--- config.mk ---
export PLATFORM = sky130hd
export DESIGN_NAME = bml_loader
export DESIGN_NICKNAME = d
export VERILOG_FILES = /design/src/rtl/bml_pkg.sv /design/src/rtl/bml_sync.sv /design/src/rtl/bml_fifo.sv /design/src/rtl/bml_loader.sv
export SDC_FILE = /design/constraint.sdc
export NUM_CORES = 1
export LEC_CHECK = 0
export BUFFER_PORTS_ARGS = -buffer_cell sky130_fd_sc_hd__clkbuf_2
export CORE_MARGIN = 4
export CORE_UTILIZATION = 30
export DETAILED_ROUTE_END_ITERATION = 8
export GPL_TIMING_DRIVEN = 0
export PLACE_DENSITY_LB_ADDON = 0.1
export SLEW_MARGIN = 10
export SYNTH_ARGS = -nofsm -noshare
export SYNTH_HDL_FRONTEND = slang
export SYNTH_SLANG_ARGS = --single-unit
--- constraint.sdc ---
create_clock -name mclk_i -period 5.9 [get_ports mclk_i]
set_input_delay 0.885 -clock mclk_i [delete_from_list [all_inputs] [get_ports mclk_i]]
set_output_delay 0.885 -clock mclk_i [all_outputs]
set_load 0.01 [all_outputs]
--- src/rtl/bml_pkg.sv ---
// constants, modes and states shared by the boot mode select loader
package bml_pkg;

    // ======================================================================
    // clock and timing
    // ======================================================================
    localparam int unsigned CLK_HZ = 10_000_000;
    localparam int unsigned SYNC_STAGES = 2;
    // cycles after reset release before the synchronised straps are trusted
    localparam logic [1:0] STRAP_SETTLE_CYC = 2'h3;

    // ======================================================================
    // boot transfer geometry
    // ======================================================================
    localparam int unsigned WORD_W = 48;
    localparam int unsigned FIFO_DEPTH = 16;
    localparam logic [8:0] BOOT_WORDS = 9'h100;
    localparam logic [19:0] BOOT_BASE_ADDR = 20'h40000;
    localparam logic [23:0] BOOT_VECTOR = 24'h040050;
    localparam logic [23:0] RESET_PC = 24'h040004;
    // external memory start address for no-boot execution
    localparam logic [23:0] NOBOOT_PC = 24'h800000;

    // chunk widths and chunks per 48-bit word
    localparam logic [4:0] EPROM_CHUNK_W = 5'h08;
    localparam logic [4:0] HOST8_CHUNK_W = 5'h08;
    localparam logic [4:0] HOST16_CHUNK_W = 5'h10;
    localparam logic [4:0] LINK_CHUNK_W = 5'h04;
    localparam logic [4:0] SPI_CHUNK_W = 5'h10;
    localparam logic [3:0] CHUNKS_8 = 4'h6;
    localparam logic [3:0] CHUNKS_16 = 4'h3;
    localparam logic [3:0] CHUNKS_4 = 4'hc;

    // ======================================================================
    // dma channel and link buffer numbers
    // ======================================================================
    localparam logic [3:0] EXT_DMA_CHANNEL = 4'ha;
    localparam logic [3:0] SPI_DMA_CHANNEL = 4'h8;
    localparam logic [3:0] LINK_DMA_CHANNEL = 4'h4;
    localparam logic [2:0] LINK_BOOT_BUFFER = 3'h4;

    // ======================================================================
    // enumerations
    // ======================================================================
    typedef enum logic [2:0] {
        BML_MODE_NOBOOT = 3'h0,
        BML_MODE_HOST = 3'h1,
        BML_MODE_LINK = 3'h2,
        BML_MODE_SPI = 3'h3,
        BML_MODE_EPROM = 3'h4
    } bml_mode_t;

    typedef enum logic [1:0] {
        BML_ST_STRAP = 2'h0,
        BML_ST_LOAD = 2'h1,
        BML_ST_DONE = 2'h3,
        BML_ST_RUN = 2'h2
    } bml_state_t;

endpackage : bml_pkg

--- src/rtl/bml_sync.sv ---
// two flip-flop synchroniser for pin inputs
`timescale 1ns/1ps
module bml_sync #(
    parameter int unsigned W = 1
) (
    input wire logic mclk_i,
    input wire logic nrst_i,
    input wire logic [W-1:0] async_i,
    output logic [W-1:0] sync_o
);
    logic [W-1:0] meta_q;
    logic [W-1:0] sync_q;

    // ======================================================================
    // first stage is read only by the second
    // ======================================================================
    always_ff @(posedge mclk_i or negedge nrst_i) begin
        if (!nrst_i) begin
            meta_q <= '0;
            sync_q <= '0;
        end else begin
            meta_q <= async_i;
            sync_q <= meta_q;
        end
    end

    assign sync_o = sync_q;
endmodule : bml_sync

--- src/rtl/bml_fifo.sv ---
// synchronous valid/ready fifo for packed boot words
`timescale 1ns/1ps
module bml_fifo #(
    parameter int unsigned W = 48,
    parameter int unsigned DEPTH = 16
) (
    input wire logic mclk_i,
    input wire logic nrst_i,
    input wire logic in_valid_i,
    output logic in_ready_o,
    input wire logic [W-1:0] in_data_i,
    output logic out_valid_o,
    input wire logic out_ready_i,
    output logic [W-1:0] out_data_o
);
    localparam int unsigned AW = $clog2(DEPTH);

    logic [W-1:0] mem_q [DEPTH];
    logic [AW:0] wr_ptr_q;
    logic [AW:0] rd_ptr_q;
    wire full = (wr_ptr_q[AW] != rd_ptr_q[AW]) && (wr_ptr_q[AW-1:0] == rd_ptr_q[AW-1:0]);
    wire empty = (wr_ptr_q == rd_ptr_q);
    wire push = in_valid_i && !full;
    wire pop = out_ready_i && !empty;

    assign in_ready_o = !full;
    assign out_valid_o = !empty;
    assign out_data_o = mem_q[rd_ptr_q[AW-1:0]];

    // ======================================================================
    // storage has no reset; only the pointers carry state
    // ======================================================================
    always_ff @(posedge mclk_i) begin
        if (push) begin
            mem_q[wr_ptr_q[AW-1:0]] <= in_data_i;
        end
    end

    always_ff @(posedge mclk_i or negedge nrst_i) begin
        if (!nrst_i) begin
            wr_ptr_q <= '0;
            rd_ptr_q <= '0;
        end else begin
            if (push) begin
                wr_ptr_q <= wr_ptr_q + 1'b1;
            end
            if (pop) begin
                rd_ptr_q <= rd_ptr_q + 1'b1;
            end
        end
    end
endmodule : bml_fifo

--- src/rtl/bml_loader.sv ---
// boot mode decoder and power-up boot-load starter
`timescale 1ns/1ps
module bml_loader (
    input wire logic mclk_i,
    input wire logic nrst_i,
    // strap and select pins
    input wire logic eprom_boot_strap_i,
    input wire logic link_boot_strap_i,
    input wire logic host_bus16_i,
    input wire logic boot_memory_select_n_i,
    output logic boot_memory_select_n_o,
    output logic boot_memory_select_oe_o,
    input wire logic bus_owner_i,
    input wire logic select_tristate_i,
    // external port data (eprom bytes or host bytes/halfwords)
    input wire logic [15:0] ext_data_i,
    input wire logic ext_valid_i,
    output logic ext_ready_o,
    // link port nibbles
    input wire logic [3:0] link_data_i,
    input wire logic link_valid_i,
    output logic link_ready_o,
    // spi receive buffer words
    input wire logic [15:0] spi_receive_buffer_i,
    input wire logic spi_rx_valid_i,
    output logic spi_rx_ready_o,
    // internal memory write port
    output logic mem_wr_o,
    output logic [19:0] mem_addr_o,
    output logic [47:0] mem_data_o,
    input wire logic mem_ready_i,
    // status
    output logic [2:0] boot_mode_o,
    output logic mode_valid_o,
    output logic [3:0] dma_channel_o,
    output logic [2:0] link_buffer_o,
    output logic [8:0] dma_count_o,
    output logic dma_active_o,
    output logic external_port_dma_done_irq_o,
    output logic exec_start_o,
    output logic [23:0] exec_pc_o
);

    // ======================================================================
    // pin synchronisers
    // ======================================================================
    logic [3:0] pins_sync;

    bml_sync #(
        .W(4)
    ) u_sync (
        .mclk_i(mclk_i),
        .nrst_i(nrst_i),
        .async_i({host_bus16_i, boot_memory_select_n_i, link_boot_strap_i, eprom_boot_strap_i}),
        .sync_o(pins_sync)
    );

    wire eprom_strap_s = pins_sync[0];
    wire link_strap_s = pins_sync[1];
    wire select_pin_s = pins_sync[2];
    wire h16_s = pins_sync[3];

    // ======================================================================
    // mode decode from the synchronised straps
    // ======================================================================
    bml_pkg::bml_mode_t mode_d;
    bml_pkg::bml_mode_t mode_q;
    logic host16_q;

    // eprom strap overrides everything else
    assign mode_d = eprom_strap_s ? bml_pkg::BML_MODE_EPROM :
                    (!link_strap_s && select_pin_s) ? bml_pkg::BML_MODE_HOST :
                    (link_strap_s && select_pin_s) ? bml_pkg::BML_MODE_LINK :
                    link_strap_s ? bml_pkg::BML_MODE_SPI :
                    bml_pkg::BML_MODE_NOBOOT;

    // ======================================================================
    // sequencer
    // ======================================================================
    bml_pkg::bml_state_t state_q;
    bml_pkg::bml_state_t state_d;
    logic [1:0] settle_q;
    logic [8:0] wr_count_q;
    logic irq_q;
    logic exec_q;
    logic [23:0] pc_q;
    logic mode_valid_q;

    wire settled = (settle_q == bml_pkg::STRAP_SETTLE_CYC);
    wire is_noboot = (mode_d == bml_pkg::BML_MODE_NOBOOT);
    wire mem_accept = mem_wr_o && mem_ready_i;
    wire last_word = mem_accept && (wr_count_q == bml_pkg::BOOT_WORDS - 9'h001);

    always_comb begin
        state_d = state_q;
        case (state_q)
            bml_pkg::BML_ST_STRAP: begin
                if (settled) begin
                    state_d = is_noboot ? bml_pkg::BML_ST_RUN : bml_pkg::BML_ST_LOAD;
                end
            end
            bml_pkg::BML_ST_LOAD: begin
                if (last_word) begin
                    state_d = bml_pkg::BML_ST_DONE;
                end
            end
            bml_pkg::BML_ST_DONE: begin
                state_d = bml_pkg::BML_ST_RUN;
            end
            default: begin
                state_d = bml_pkg::BML_ST_RUN;
            end
        endcase
    end

    // straps are caught once, a few cycles after release, then frozen
    always_ff @(posedge mclk_i or negedge nrst_i) begin
        if (!nrst_i) begin
            settle_q <= '0;
            mode_q <= bml_pkg::BML_MODE_NOBOOT;
            host16_q <= 1'b0;
            mode_valid_q <= 1'b0;
        end else if (state_q == bml_pkg::BML_ST_STRAP) begin
            settle_q <= settled ? settle_q : settle_q + 2'h1;
            if (settled) begin
                mode_q <= mode_d;
                host16_q <= h16_s;
                mode_valid_q <= 1'b1;
            end
        end
    end

    always_ff @(posedge mclk_i or negedge nrst_i) begin
        if (!nrst_i) begin
            state_q <= bml_pkg::BML_ST_STRAP;
        end else begin
            state_q <= state_d;
        end
    end

    // completion: one-cycle interrupt and jump to the vector; no-boot jumps straight out
    always_ff @(posedge mclk_i or negedge nrst_i) begin
        if (!nrst_i) begin
            irq_q <= 1'b0;
            exec_q <= 1'b0;
            pc_q <= bml_pkg::RESET_PC;
        end else begin
            irq_q <= last_word;
            exec_q <= last_word || (state_q == bml_pkg::BML_ST_STRAP && settled && is_noboot);
            if (last_word) begin
                pc_q <= bml_pkg::BOOT_VECTOR;
            end else if (state_q == bml_pkg::BML_ST_STRAP && settled && is_noboot) begin
                pc_q <= bml_pkg::NOBOOT_PC;
            end
        end
    end

    // ======================================================================
    // dma arming per mode
    // ======================================================================
    wire loading = (state_q == bml_pkg::BML_ST_LOAD);
    wire m_eprom = (mode_q == bml_pkg::BML_MODE_EPROM);
    wire m_host = (mode_q == bml_pkg::BML_MODE_HOST);
    wire m_link = (mode_q == bml_pkg::BML_MODE_LINK);
    wire m_spi = (mode_q == bml_pkg::BML_MODE_SPI);

    // channel and chunk layout follow the latched mode
    wire [3:0] channel = m_spi ? bml_pkg::SPI_DMA_CHANNEL :
                         m_link ? bml_pkg::LINK_DMA_CHANNEL :
                         bml_pkg::EXT_DMA_CHANNEL;
    wire [4:0] chunk_w = m_eprom ? bml_pkg::EPROM_CHUNK_W :
                         m_link ? bml_pkg::LINK_CHUNK_W :
                         m_spi ? bml_pkg::SPI_CHUNK_W :
                         host16_q ? bml_pkg::HOST16_CHUNK_W : bml_pkg::HOST8_CHUNK_W;
    wire [3:0] chunks = (chunk_w == bml_pkg::LINK_CHUNK_W) ? bml_pkg::CHUNKS_4 :
                        (chunk_w == bml_pkg::HOST16_CHUNK_W) ? bml_pkg::CHUNKS_16 : bml_pkg::CHUNKS_8;

    // ======================================================================
    // source select and packer, least significant chunk first
    // ======================================================================
    logic [47:0] pack_q;
    logic [3:0] chunk_cnt_q;
    logic full_q;
    logic [8:0] packed_q;
    logic fifo_in_ready;

    // eprom uses the low byte lane, host 8-bit also low byte
    wire [15:0] src_data = m_link ? {12'h000, link_data_i} :
                           m_spi ? spi_receive_buffer_i :
                           (chunk_w == bml_pkg::HOST16_CHUNK_W) ? ext_data_i : {8'h00, ext_data_i[7:0]};
    wire src_valid = m_link ? link_valid_i : m_spi ? spi_rx_valid_i : (m_eprom || m_host) && ext_valid_i;
    // stop taking data once every word of the kernel has been packed
    wire take_ok = loading && !full_q && (packed_q != bml_pkg::BOOT_WORDS);
    wire take = take_ok && src_valid;
    // six bits: a nibble offset reaches 44, which a five-bit product would wrap
    wire [5:0] shift_amt = 6'(chunk_cnt_q) * 6'(chunk_w);
    wire [47:0] chunk_shifted = {32'h0, src_data} << shift_amt;
    wire last_chunk = (chunk_cnt_q == chunks - 4'h1);
    wire push = full_q && fifo_in_ready;

    assign ext_ready_o = take_ok && (m_eprom || m_host);
    assign link_ready_o = take_ok && m_link;
    assign spi_rx_ready_o = take_ok && m_spi;

    always_ff @(posedge mclk_i or negedge nrst_i) begin
        if (!nrst_i) begin
            pack_q <= '0;
            chunk_cnt_q <= '0;
            full_q <= 1'b0;
            packed_q <= '0;
        end else begin
            if (take) begin
                pack_q <= (chunk_cnt_q == 4'h0) ? chunk_shifted : (pack_q | chunk_shifted);
                chunk_cnt_q <= last_chunk ? 4'h0 : chunk_cnt_q + 4'h1;
                full_q <= last_chunk;
            end else if (push) begin
                full_q <= 1'b0;
            end
            if (take && last_chunk) begin
                packed_q <= packed_q + 9'h001;
            end
        end
    end

    // ======================================================================
    // word fifo; memory back-pressure reaches the sources through it
    // ======================================================================
    logic fifo_out_valid;
    logic [47:0] fifo_out_data;
    wire mem_free = !mem_wr_o || mem_ready_i;
    // count including a write accepted this cycle, so back-to-back words step the address
    wire [8:0] wr_count_d = wr_count_q + {8'h00, mem_accept};
    wire fifo_pop = loading && mem_free && fifo_out_valid;

    bml_fifo #(
        .W(bml_pkg::WORD_W),
        .DEPTH(bml_pkg::FIFO_DEPTH)
    ) u_fifo (
        .mclk_i(mclk_i),
        .nrst_i(nrst_i),
        .in_valid_i(full_q),
        .in_ready_o(fifo_in_ready),
        .in_data_i(pack_q),
        .out_valid_o(fifo_out_valid),
        .out_ready_i(loading && mem_free),
        .out_data_o(fifo_out_data)
    );

    // ======================================================================
    // internal memory writer: 256 words from the base address upward
    // ======================================================================
    always_ff @(posedge mclk_i or negedge nrst_i) begin
        if (!nrst_i) begin
            mem_wr_o <= 1'b0;
            mem_addr_o <= bml_pkg::BOOT_BASE_ADDR;
            mem_data_o <= '0;
            wr_count_q <= '0;
        end else begin
            if (fifo_pop) begin
                mem_wr_o <= 1'b1;
                mem_data_o <= fifo_out_data;
                mem_addr_o <= bml_pkg::BOOT_BASE_ADDR + {11'h000, wr_count_d};
            end else if (mem_accept) begin
                mem_wr_o <= 1'b0;
            end
            if (mem_accept) begin
                wr_count_q <= wr_count_q + 9'h001;
            end
        end
    end

    // ======================================================================
    // boot memory select pin
    // ======================================================================
    // driven only in eprom mode by the bus owner; low while the kernel loads,
    // released high afterwards, and floated on request
    assign boot_memory_select_oe_o = mode_valid_q && m_eprom
                                     && bus_owner_i && !select_tristate_i;
    assign boot_memory_select_n_o = !(loading && m_eprom);

    // ======================================================================
    // status outputs
    // ======================================================================
    assign boot_mode_o = mode_q;
    assign mode_valid_o = mode_valid_q;
    assign dma_channel_o = channel;
    assign link_buffer_o = bml_pkg::LINK_BOOT_BUFFER;
    assign dma_count_o = bml_pkg::BOOT_WORDS - wr_count_q;
    assign dma_active_o = loading;
    assign external_port_dma_done_irq_o = irq_q;
    assign exec_start_o = exec_q;
    assign exec_pc_o = pc_q;

endmodule : bml_loader

==> results of run 1 <==
## through the flow
stage          area [sq um]  setup TNS [ns]  power, W
2_1_floorplan         36860          -90.07   0.01236
3_3_place_gp          39560        -2672.44   0.01471
3_5_place_dp          40570               0   0.01483
4_1_cts               44150               0   0.02156
5_1_grt               44150               0   0.02224
6_report              44160               0   0.02120
## cell usage in the layout, fill, tap and decap left out, types with 25 or more instances in the layout
cell       count
edfxtp_1     768
mux4_2       240
dfrtp_1      160
clkbuf_2     140
clkbuf_16    110
nand2_1       95
buf_4         92
clkbuf_1      61
mux2_2        59
o21ai_0       40
nor2_1        34
buf_2         34
conb_1        34
xnor2_1       32
inv_1         25
## critical path, delay by kind of cell (launching register included)
family,cells,cell delay (ns)
DFF,1,0.48
and+or+nand+nor,1,0.25
buffers and inverters,4,2.14
xor gates and xnor gates,1,0.15
## layout make-up
type                       instances  area (sq um)  area share, %
sequential                       930         27120          61.41
multi-input combinational        744          9001          20.38
clock buffer                     146          3048          6.902
tap                             1625          2033          4.604
timing repair buffer             218          1602          3.627
buffer                           129         718.2          1.626
clock inverter                    53         525.5          1.190
inverter                          27         103.9         0.2352
antenna                            3         7.507        0.01700
## layer usage
metal / wire length [um] / share of wire, % / GRT usage [%] / up-vias
met5: 13 / 0.012 / 0 / -
met4: 1738 / 1.7 / 3.735 / 2
met3: 6024 / 5.7 / 2.365 / 111
met2: 49420 / 47 / 26.09 / 467
met1: 47710 / 45 / 24.00 / 10270
li1: - / - / - / 7961
## sequential cells by signal, indices dropped and copies added, names as in the netlist, 5 cells and up
name / cells
mem_addr_o: 9
packed_q: 9
mem_data_o: 48
wr_count_q: 9
pack_q: 48
u_fifo.rd_ptr_q: 5
u_fifo.mem_q: 768
u_fifo.wr_ptr_q: 5
## kinds of logic (layout without fill, tap and decap cells)
kind of cell	after synthesis	in the layout	synth area share [%]
compound gates	115	115	2.231
xor+xnor	52	52	1.393
fa+ha+maj	20	20	0.6813
buf+inv	156	573	2.207
flops	930	930	73.83
mux	303	303	16.63
other cells	2	37	0.02045
simple gates	220	220	3.004
## power by group
group / internal [W] / switching [W] / leakage [nW]
registers: 0.00813 / 0.000904 / 9.05
logic: 0.00249 / 0.00302 / 4.45
clock network: 0.00400 / 0.00265 / 1.77
## worst max path at each step
stage	start	end	slack (ns)	cells after the start
2_1_floorplan	u_fifo.rd_ptr_q[1]	u_fifo.mem_q[0][0]	-0.63	6
3_3_place_gp	u_fifo.rd_ptr_q[3]	u_fifo.mem_q[2][38]	-9.42	6
3_5_place_dp	boot_mode_o[0]	ext_ready_o	1.98	6
4_1_cts	boot_mode_o[0]	ext_ready_o	1.23	6
5_1_grt	boot_mode_o[0]	ext_ready_o	1.19	6
6_report	boot_mode_o[0]	ext_ready_o	1.29	6
==> metrics.md, run 1 <==
| Metric | Value |
|---|---|
| Mapped Area | between 30000 and 40000 sq um |
| CP endpoint kind | primary output |
| Inst Count DP | 3673 |
| Area of the core | 121700 sq um |
| R2R depth | 6 |
| WP data arrival | roughly 3.7 ns |
| CTS H-tree depth | 3 |
| Clock-pin slew on the worst setup and hold paths | around 0.06 ns |
| Cell variety after synth | 65 |
| Post-CTS setup buffer count | 0 |
| Vias/cell | 4.855 |
| RSZ-0062 raised after global routing | no |
| First-pass GRT wire length | 148200 um |
| Top cells by area, synth | edfxtp_1 63%, mux4_2 15%, dfrtp_1 11%, mux2_2 1.8%, nand2_1 0.97% |
| I/O pin total | 169 |
| Post-Synthesis Cells | 1798 |
| Synthesized area per cell | 20.43 sq um |
| Initial antenna violation count | 3 |
| Critical path launch point type | flop |
| Die height | 357.9 um |
| Fin crit period | 4.610 ns |
| Post-synth ARST share | 17.42% |
| EDFF count, synth | 768 |
| CP Max Fanout | 11 |
| Worst path cell trace | buf_4 -> clkbuf_1 -> clkbuf_1 -> xnor2_1 -> nor3b_1 -> clkbuf_2 |
| Detailed Place HPWL | between 70000 and 80000 um |
| R2r startpoint | u_fifo.rd_ptr_q[1] |
| Status | complete, no violations |
| Relative slew slack | 25.15% |
| GRT overflow | 0 |
| Via Count | around 19k |
| Count leader, synth | edfxtp_1 |
| Vias in the first global route | 19.72k |
| Clock root cell | clkbuf_16 |
| Antenna Nets Post-Route | 0 |
| Hold WS | 0.1278 ns |
| Setup CP Type | reg -> out |
| Post-route insts no fill | 3875 |
| Max Slew Vio Count | 0 |
| CTS tree | built |
| Cts-stage hold buffer count | 0 |
| #FFs+latches synth | 930 |
| # port buffers | 134 |
| Final Setup Violations | 0 |
| Fraction of layout cells with a size suffix above 1 | 36.14% |
| Crit-path slowest cell | clkbuf_1 |
| Top cells by count, synth | 768 x edfxtp_1, 240 x mux4_2, 160 x dfrtp_1 |
| CTS Buffer Depth | 3 |
| Worst VDD drop | 0.2378 mV |
| DRC Markers | 0 |
| Area leader, netlist | edfxtp_1 |
| Count of max-cap constraint violations | 0 |
| Setup Skew | 0.03383 ns |
| Num Clock Sinks | 930 |
| Reg2Reg Setup Slack | 2.05 ns |
| Synth Flop Type | edfxtp_1 |
| GPL Wtd Cong | 0.7764 |
| Static Leakage | 15.26 nW |
| DR pass1 iterations | 5 |
| Required time of the critical path | between 5 and 6 ns |
| Fin. Hold Viols | 0 |
| FMAX | 0.2169 GHz |
| Fillers | between 10k and 15k |
| Final core occ | between 30% and 40% |
| PwrDens | 480.1 nW/um^2 |
| Largest net degree at the start of global routing | 69 |
| Per-cell routed wire length | 27.07 um |
| Starting density of the core | between 30% and 40% |
| Slew @ Worst Pin | approximately 1.1 ns |
| Row Count | 128 |
| Final WL | 104900 um |
| Post-synth top area share | between 60% and 70% |
| Post-route setup slack | 1.290 ns |
| CP peak stage delay | between 0.8 and 0.9 ns |
| TritonCTS Buffers | 106 |
| Die span in x | 357.9 um |
| Register area share after synthesis | 73.83% |
| DP Worst Slack | 1.976 ns |
| Resized cells post-CTS | 0 |
| Yosys warning total | 0 |
| 1st-iter DRT viols | 1602 |
| Worst hold path class | in -> async |
| Fin crit share | 78.14% |
| Total Routing Usage GR | 16.41% |
| Synthesis-to-finish area growth | 20.22% |
| Die area | roughly 130000 sq um |
| Reg2reg end | mem_data_o[26] |
| Clk_lat worst skew | 0.67 ns |
| Nets | 2224 |
| Most used cell, CP | clkbuf_1 |
Note: power is estimated with default switching activity, not from simulation.
==> run 2, diff against run 1 <==
==> constraint.sdc (replaced) <==
create_clock -name mclk_i -period 4.3 [get_ports mclk_i]
set_input_delay 0.645 -clock mclk_i [delete_from_list [all_inputs] [get_ports mclk_i]]
set_output_delay 0.645 -clock mclk_i [all_outputs]
set_load 0.01 [all_outputs]
==> run 2 against run 1 <==
Combinational power is 36% higher. Final cell count is 0.54% lower. Total power rose by 36%. Design area shrank 0.17%. Clock-buffer cell count down 22. Clock power is 37% higher. Non-clock buffer count fell by 12. Worst setup slack worse by 0.82 ns. Global-route usage decreased by 0.39 points. Utilization shrank 0.063 points. Sequential power increased by 37%. Critical endpoint is now mem_data_o[27]. Largest cell class unchanged. Largest power group unchanged.
==> metrics.md, run 2 (same netlist as run 1, synthesis figures left out) <==
| Metric | Value |
|---|---|
| CP endpoint kind | flop (was primary output) |
| Clock-pin slew on the worst setup and hold paths | 0.06 ns (about the same) |
| Worst VDD drop | 0.3405 mV (was 0.2378 mV) |
| Max Slew Vio Count | 0 (unchanged) |
| GPL Wtd Cong | 0.7807 (was 0.7764) |
| # port buffers | 134 (unchanged) |
| Slew @ Worst Pin | 1.382 ns (was 1.123 ns) |
| GRT overflow | 0 (unchanged) |
| Placed inst area | 40570 sq um (about the same) |
| DRC Markers | 0 (unchanged) |
| Vias in the first global route | 19.50k (was 19.72k) |
| 1st-iter DRT viols | 1409 (was 1602) |
| Setup CP Type | reg -> reg (was reg -> out) |
| CTS H-tree depth | 3 (unchanged) |
| Fin crit share | 89.08% |
| PwrDens | 656.0 nW/um^2 (was 480.1 nW/um^2) |
| Critical path launch point type | flop (unchanged) |
| Nets | 2208 (was 2224) |
| Detailed Place HPWL | 68220 um (was 70220 um) |
| Antenna Nets Post-Route | 0 (unchanged) |
| CTS tree | built (unchanged) |
| WL met2 | 51240 um (was 49420 um) |
| Clock root cell | clkbuf_16 (unchanged) |
| Most frequent cells in the layout | 768 x edfxtp_1, 240 x mux4_2, 160 x dfrtp_1 (unchanged) |
| Fillers | 11.47k (was 11.36k) |
| Seq pwr share | 42.7% (was 42.6%) |
| Count of max-cap constraint violations | 0 (unchanged) |
| Fraction of layout cells with a size suffix above 1 | 35.58% (was 36.14%) |
| Final Setup Violations | 0 (unchanged) |
| Static Leakage | 15.16 nW (was 15.26 nW) |
| DP Worst Slack | 0.3876 ns (was 1.976 ns) |
| DR pass1 iterations | 6 (was 5) |
| Area of the core | 121700 sq um (unchanged) |
| Worst hold path class | in -> reg (was in -> async) |
| Post-route cell area | 44080 sq um (was 44160 sq um) |
| Vias/cell | 4.766 (was 4.855) |
| Max Used Layer | met5 (unchanged) |
| Total Routing Usage GR | 16.02% (was 16.41%) |
| Sw Share | 30.78% (was 31.01%) |
| Diodes inserted | 0 (was 3) |
| Gate power share | 25.9% (was 26.0%) |
| Most common cell after layout, fill and taps aside | edfxtp_1 (unchanged) |
| Via Count | 18.37k (was 18.81k) |
| Initial antenna violation count | 4 (was 3) |
| Fin. Hold Viols | 0 (unchanged) |
| Starting density of the core | 30.18% (unchanged) |
| CP Max Fanout | 10 (was 11) |
| Hold WS | 0.08353 ns (was 0.1278 ns) |
| CTS Buffer Depth | 3 (unchanged) |
| Die area | 128100 sq um (unchanged) |
| Max reg flops | 768 (unchanged) |
| Synthesis-to-finish area growth | 20.01% (was 20.22%) |
| Reg2Reg Setup Slack | 0.47 ns (was 2.05 ns) |
| DRT met1 WL | 44360 um (was 47710 um) |
| Die height | 357.9 um (unchanged) |
| Post-route setup slack | 0.4694 ns (was 1.290 ns) |
| WP data arrival | 4.38 ns (was 3.73 ns) |
| NetSw | 0.008902 W (was 0.006575 W) |
| Clock share of power | 31.4% (about the same) |
| I/O pin total | 169 (unchanged) |
| Setup Skew | 0.03488 ns (was 0.03383 ns) |
| Status | complete, no violations (unchanged) |
| WL met3 | 4412 um (was 6024 um) |
| Die span in x | 357.9 um (unchanged) |
| Final WL | 102500 um (was 104900 um) |
| TritonCTS Buffers | 102 (was 106) |
| P_int | 0.02002 W (was 0.01463 W) |
| FMAX | 0.2611 GHz |
| Num Clock Sinks | 930 (unchanged) |
| Setup TNS | 0 ns (unchanged) |
| Relative slew slack | 6.888% (was 25.15%) |
| Resized cells post-CTS | 0 (unchanged) |
| Largest net degree at the start of global routing | 74 (was 69) |
| Clk_lat worst skew | 0.68 ns (was 0.67 ns) |
| RSZ-0062 raised after global routing | no (unchanged) |
| Per-cell routed wire length | 26.58 um (was 27.07 um) |
| Post-CTS setup buffer count | 0 (unchanged) |
| Fin crit period | 3.831 ns |
| Row Count | 128 (unchanged) |
| Required time of the critical path | 4.85 ns (was 5.02 ns) |
| First-pass GRT wire length | 144900 um (was 148200 um) |
## run 2: critical path, stage by stage, from the launching register on
cell	delay, ns
dfrtp_1	0.35
clkbuf_1	0.42
clkbuf_1	0.71
clkbuf_1	0.97
mux4_2	0.43
mux4_2	0.54
mux2_2	0.29
## run 2: through the flow
stage / total power [W] / utilization (%) / cells
final: 0.02892 / 36.22 / 3854
after global routing: 0.03031 / 36.22 / 3854
after CTS: 0.02944 / 36.21 / 3853
after detailed placement: 0.02025 / 33.33 / 3659
after global placement: 0.02009 / 32.52 / 3589
after floorplan: 0.01696 / - / 1830
## run 2: area by class of cell
| class | count | area, sq um | area share [%] |
|---|---|---|---|
| timing repair buffer | 206 | 1589 | 3.605 |
| tap | 1625 | 2033 | 4.612 |
| clock inverter | 69 | 753.2 | 1.709 |
| sequential | 930 | 27120 | 61.52 |
| inverter | 27 | 103.9 | 0.2356 |
| buffer | 129 | 715.7 | 1.624 |
| multi-input combinational | 744 | 9030 | 20.48 |
| clock buffer | 124 | 2738 | 6.210 |
## run 2: timing repair
item,in CTS,in global routing
hold buffers,1,0
endpoints found under the setup margin,0,0
endpoints found under the hold margin,38,0
## run 2: routing by layer
metal / GRT usage (%) / up-vias
met5: 0 / -
met4: 4.681 / 4
met3: 2.706 / 139
met2: 27.19 / 454
met1: 21.24 / 9851
li1: - / 7919
## run 2: power by group through the flow
stage | clock network, W | logic [W] | registers [W]
detailed placement | 0 | 0.00766 | 0.0126
floorplan | 0 | 0.00481 | 0.0122
CTS | 0.00934 | 0.00770 | 0.0124
global route | 0.00971 | 0.00807 | 0.0125
global placement | 0 | 0.00762 | 0.0125
finish | 0.00908 | 0.00748 | 0.0124
## run 2: worst paths after layout
| check | from | cells past startpoint | to |
|---|---|---|---|
| hold / removal | eprom_boot_strap_i | 1 | u_sync.meta_q[0] |
| max in group asynchronous | nrst_i | 4 | mem_data_o[34] |
| setup / recovery | u_fifo.rd_ptr_q[1] | 6 | mem_data_o[27] |
| min in group asynchronous | nrst_i | 2 | mem_addr_o[5] |
| hold reg to reg | u_sync.meta_q[1] | 0 | u_sync.sync_o[1] |
| setup reg to reg | u_fifo.rd_ptr_q[1] | 6 | mem_data_o[27] |
==> run 3, diff against run 2 <==
==> constraint.sdc (replaced) <==
create_clock -name mclk_i -period 3.65 [get_ports mclk_i]
set_input_delay 0.5475 -clock mclk_i [delete_from_list [all_inputs] [get_ports mclk_i]]
set_output_delay 0.5475 -clock mclk_i [all_outputs]
set_load 0.01 [all_outputs]
==> run 3 against run 2 <==
Worst hold slack better by 0.043 ns. Worst setup slack got worse by 0.32 ns. Sequential share of layout area fell by 0.20 points. Flip-flop and latch count unchanged. Utilization increased by 0.12 points. Global-route usage rose by 0.078 points. First-iteration DRC count is 8.7% lower.
==> metrics.md, run 3 (same netlist as run 1, synthesis figures left out) <==
| Metric | Value |
|---|---|
| Reg area | 27120 sq um (about the same) |
| Die height | 357.9 um (unchanged) |
| DR pass1 iterations | 5 (was 6) |
| Reg2Reg Setup Slack | 0.15 ns (was 0.47 ns) |
| 1st-iter DRT viols | 1287 (was 1409) |
| Per-cell routed wire length | 26.61 um (was 26.58 um) |
| WL met3 | 3842 um (was 4412 um) |
| Via Count | 18.51k (was 18.37k) |
| CP peak stage delay | 0.77 ns (was 0.97 ns) |
| Row Count | 128 (unchanged) |
| Nets | 2212 (was 2208) |
| Required time of the critical path | 4.18 ns (was 4.85 ns) |
| Clock-pin slew on the worst setup and hold paths | 0.06 ns (about the same) |
| RSZ-0062 raised after global routing | no (unchanged) |
| PwrDens | 767.0 nW/um^2 (was 656.0 nW/um^2) |
| Area of the core | 121700 sq um (unchanged) |
| Hold path depth | 2 (was 1) |
| Final Setup Violations | 0 (unchanged) |
| # port buffers | 134 (unchanged) |
| Crit-path slowest cell | clkbuf_1 (unchanged) |
| Antenna Nets Post-Route | 0 (unchanged) |
| Fin. Hold Viols | 0 (unchanged) |
| Setup TNS | 0 ns (unchanged) |
| CTS H-tree depth | 3 (unchanged) |
| WL met2 | 51510 um (was 51240 um) |
| TritonCTS Buffers | 103 (was 102) |
| CP startpoint | u_fifo.rd_ptr_q[1] (unchanged) |
| Die area | 128100 sq um (unchanged) |
| Hold WS | 0.1267 ns (was 0.08353 ns) |
| Status | complete, no violations (unchanged) |
| Hold wc startpoint | mem_ready_i (was eprom_boot_strap_i) |
| Max reg flops | 768 (unchanged) |
| Hold endpoint | mem_wr_o (was u_sync.meta_q[0]) |
| Fillers | 11.41k (was 11.47k) |
| Worst hold path class | in -> reg (unchanged) |
| Slew @ Worst Pin | 1.217 ns (was 1.382 ns) |
| Most frequent cells in the layout | 768 x edfxtp_1, 240 x mux4_2, 159 x dfrtp_1 (was 768 x edfxtp_1, 240 x mux4_2, 160 x dfrtp_1) |
| Diodes inserted | 0 (unchanged) |
| Most common cell after layout, fill and taps aside | edfxtp_1 (unchanged) |
| GRT overflow | 0 (unchanged) |
| WP data arrival | 4.03 ns (was 4.38 ns) |
| CP Max Fanout | 10 (unchanged) |
| GPL Wtd Cong | 0.7779 (was 0.7807) |
| CP endpoint kind | flop (unchanged) |
| Fraction of layout cells with a size suffix above 1 | 35.61% (was 35.58%) |
| DRT met1 WL | 45310 um (was 44360 um) |
| Setup CP Type | reg -> reg (unchanged) |
| Setup Skew | 0.03227 ns (was 0.03488 ns) |
| Reg2reg end | mem_data_o[18] (was mem_data_o[27]) |
| Final WL | 102600 um (was 102500 um) |
| CTS tree | built (unchanged) |
| Vias/cell | 4.802 (was 4.766) |
| CP delay by family, top | buffers and inverters (unchanged) |
| Detailed Place HPWL | 67570 um (was 68220 um) |
| DRC Markers | 0 (unchanged) |
| R2r startpoint | u_fifo.rd_ptr_q[1] (unchanged) |
| Static Leakage | 15.20 nW (was 15.16 nW) |
| Die span in x | 357.9 um (unchanged) |
| Clock root cell | clkbuf_16 (unchanged) |
| Worst path cell trace | clkbuf_1 -> clkbuf_2 -> clkbuf_1 -> mux4_2 -> mux4_2 -> mux2_2 (was clkbuf_1 -> clkbuf_1 -> clkbuf_1 -> mux4_2 -> mux4_2 -> mux2_2) |
| Total Routing Usage GR | 16.10% (was 16.02%) |
| Max Slew Vio Count | 0 (unchanged) |
| Largest net degree at the start of global routing | 63 (was 74) |
| Max Used Layer | met4 (was met5) |
| Synthesis-to-finish area growth | 20.41% (was 20.01%) |
| Fin crit share | 95.88% (was 89.08%) |
| Clk_lat worst skew | 0.68 ns (about the same) |
| Multi-input logic area | 9076 sq um (was 9030 sq um) |
| Worst VDD drop | 0.3942 mV (was 0.3405 mV) |
| Fin crit period | 3.500 ns (was 3.831 ns) |
| I/O pin total | 169 (unchanged) |
| Count of max-cap constraint violations | 0 (unchanged) |
| Critical path launch point type | flop (unchanged) |
| Vias in the first global route | 19.70k (was 19.50k) |
| Num Clock Sinks | 930 (unchanged) |
| First-pass GRT wire length | 146800 um (was 144900 um) |
| Buf/Inv on CP | 3 (unchanged) |
| Relative slew slack | 18.04% (was 6.888%) |
| R2R depth | 6 (unchanged) |
| CTS Buffer Depth | 3 (unchanged) |
| Initial antenna violation count | 5 (was 4) |
| Starting density of the core | 30.18% (unchanged) |
| FMAX | 0.2857 GHz (was 0.2611 GHz) |
[run 3: area by class of cell]
cell class              count  area share, %
multi-input cells         744          20.52
repair buffers            210          4.023
inverters                  27         0.2348
well taps                1625          4.597
clock inverters            52          1.185
flip-flops and latches    930          61.32
plain buffers             128          1.669
clock buffers             139          6.453
[run 3: per-layer routing]
layer	vias up	track usage [%]
met3	124	2.095
met2	415	27.52
met4	0	3.954
met1	10060	21.90
met5	-	0
li1	7916	-
[run 3: power breakdown]
group | switching (W) | internal, W | total, W
Combinational | 0.00487 | 0.00407 | 0.00894
Clock | 0.00421 | 0.00617 | 0.0104
Sequential | 0.00146 | 0.0131 | 0.0146
[run 3: worst max-delay path by stage]
stage                               end  slack, ns  depth (start not counted)
finish                   mem_data_o[18]       0.15                          6
floorplan            u_fifo.mem_q[0][0]      -0.53                          6
global placement    u_fifo.mem_q[2][37]      -5.14                          6
detailed placement       mem_data_o[42]      -0.31                          6
global route                 pack_q[45]      0.006                         13
CTS                       mem_data_o[7]       0.01                          6
[run 3: what timing repair did]
action | CTS | global route
hold buffers | 5 | 0
pin swaps | 3 | 4
endpoints found under the setup margin | 78 | 78
setup buffers | 4 | 12
gates resized for setup | 12 | 10
gates cloned | 0 | 0
hold endpoints to repair | 44 | 0
[run 3: per-stage QoR]
stage,cells,area [sq um],power (W),util [%],setup slack (ns)
final,3855,44230,0.03392,36.34,0.1503
after global routing,3855,44230,0.03559,36.34,0.005937
after CTS,3843,44110,0.03451,36.24,0.01299
after detailed placement,3644,40640,0.02399,33.39,-0.3083
after global placement,3589,39630,0.02376,32.56,-5.137
after floorplan,1830,36930,0.01999,-,-0.5291
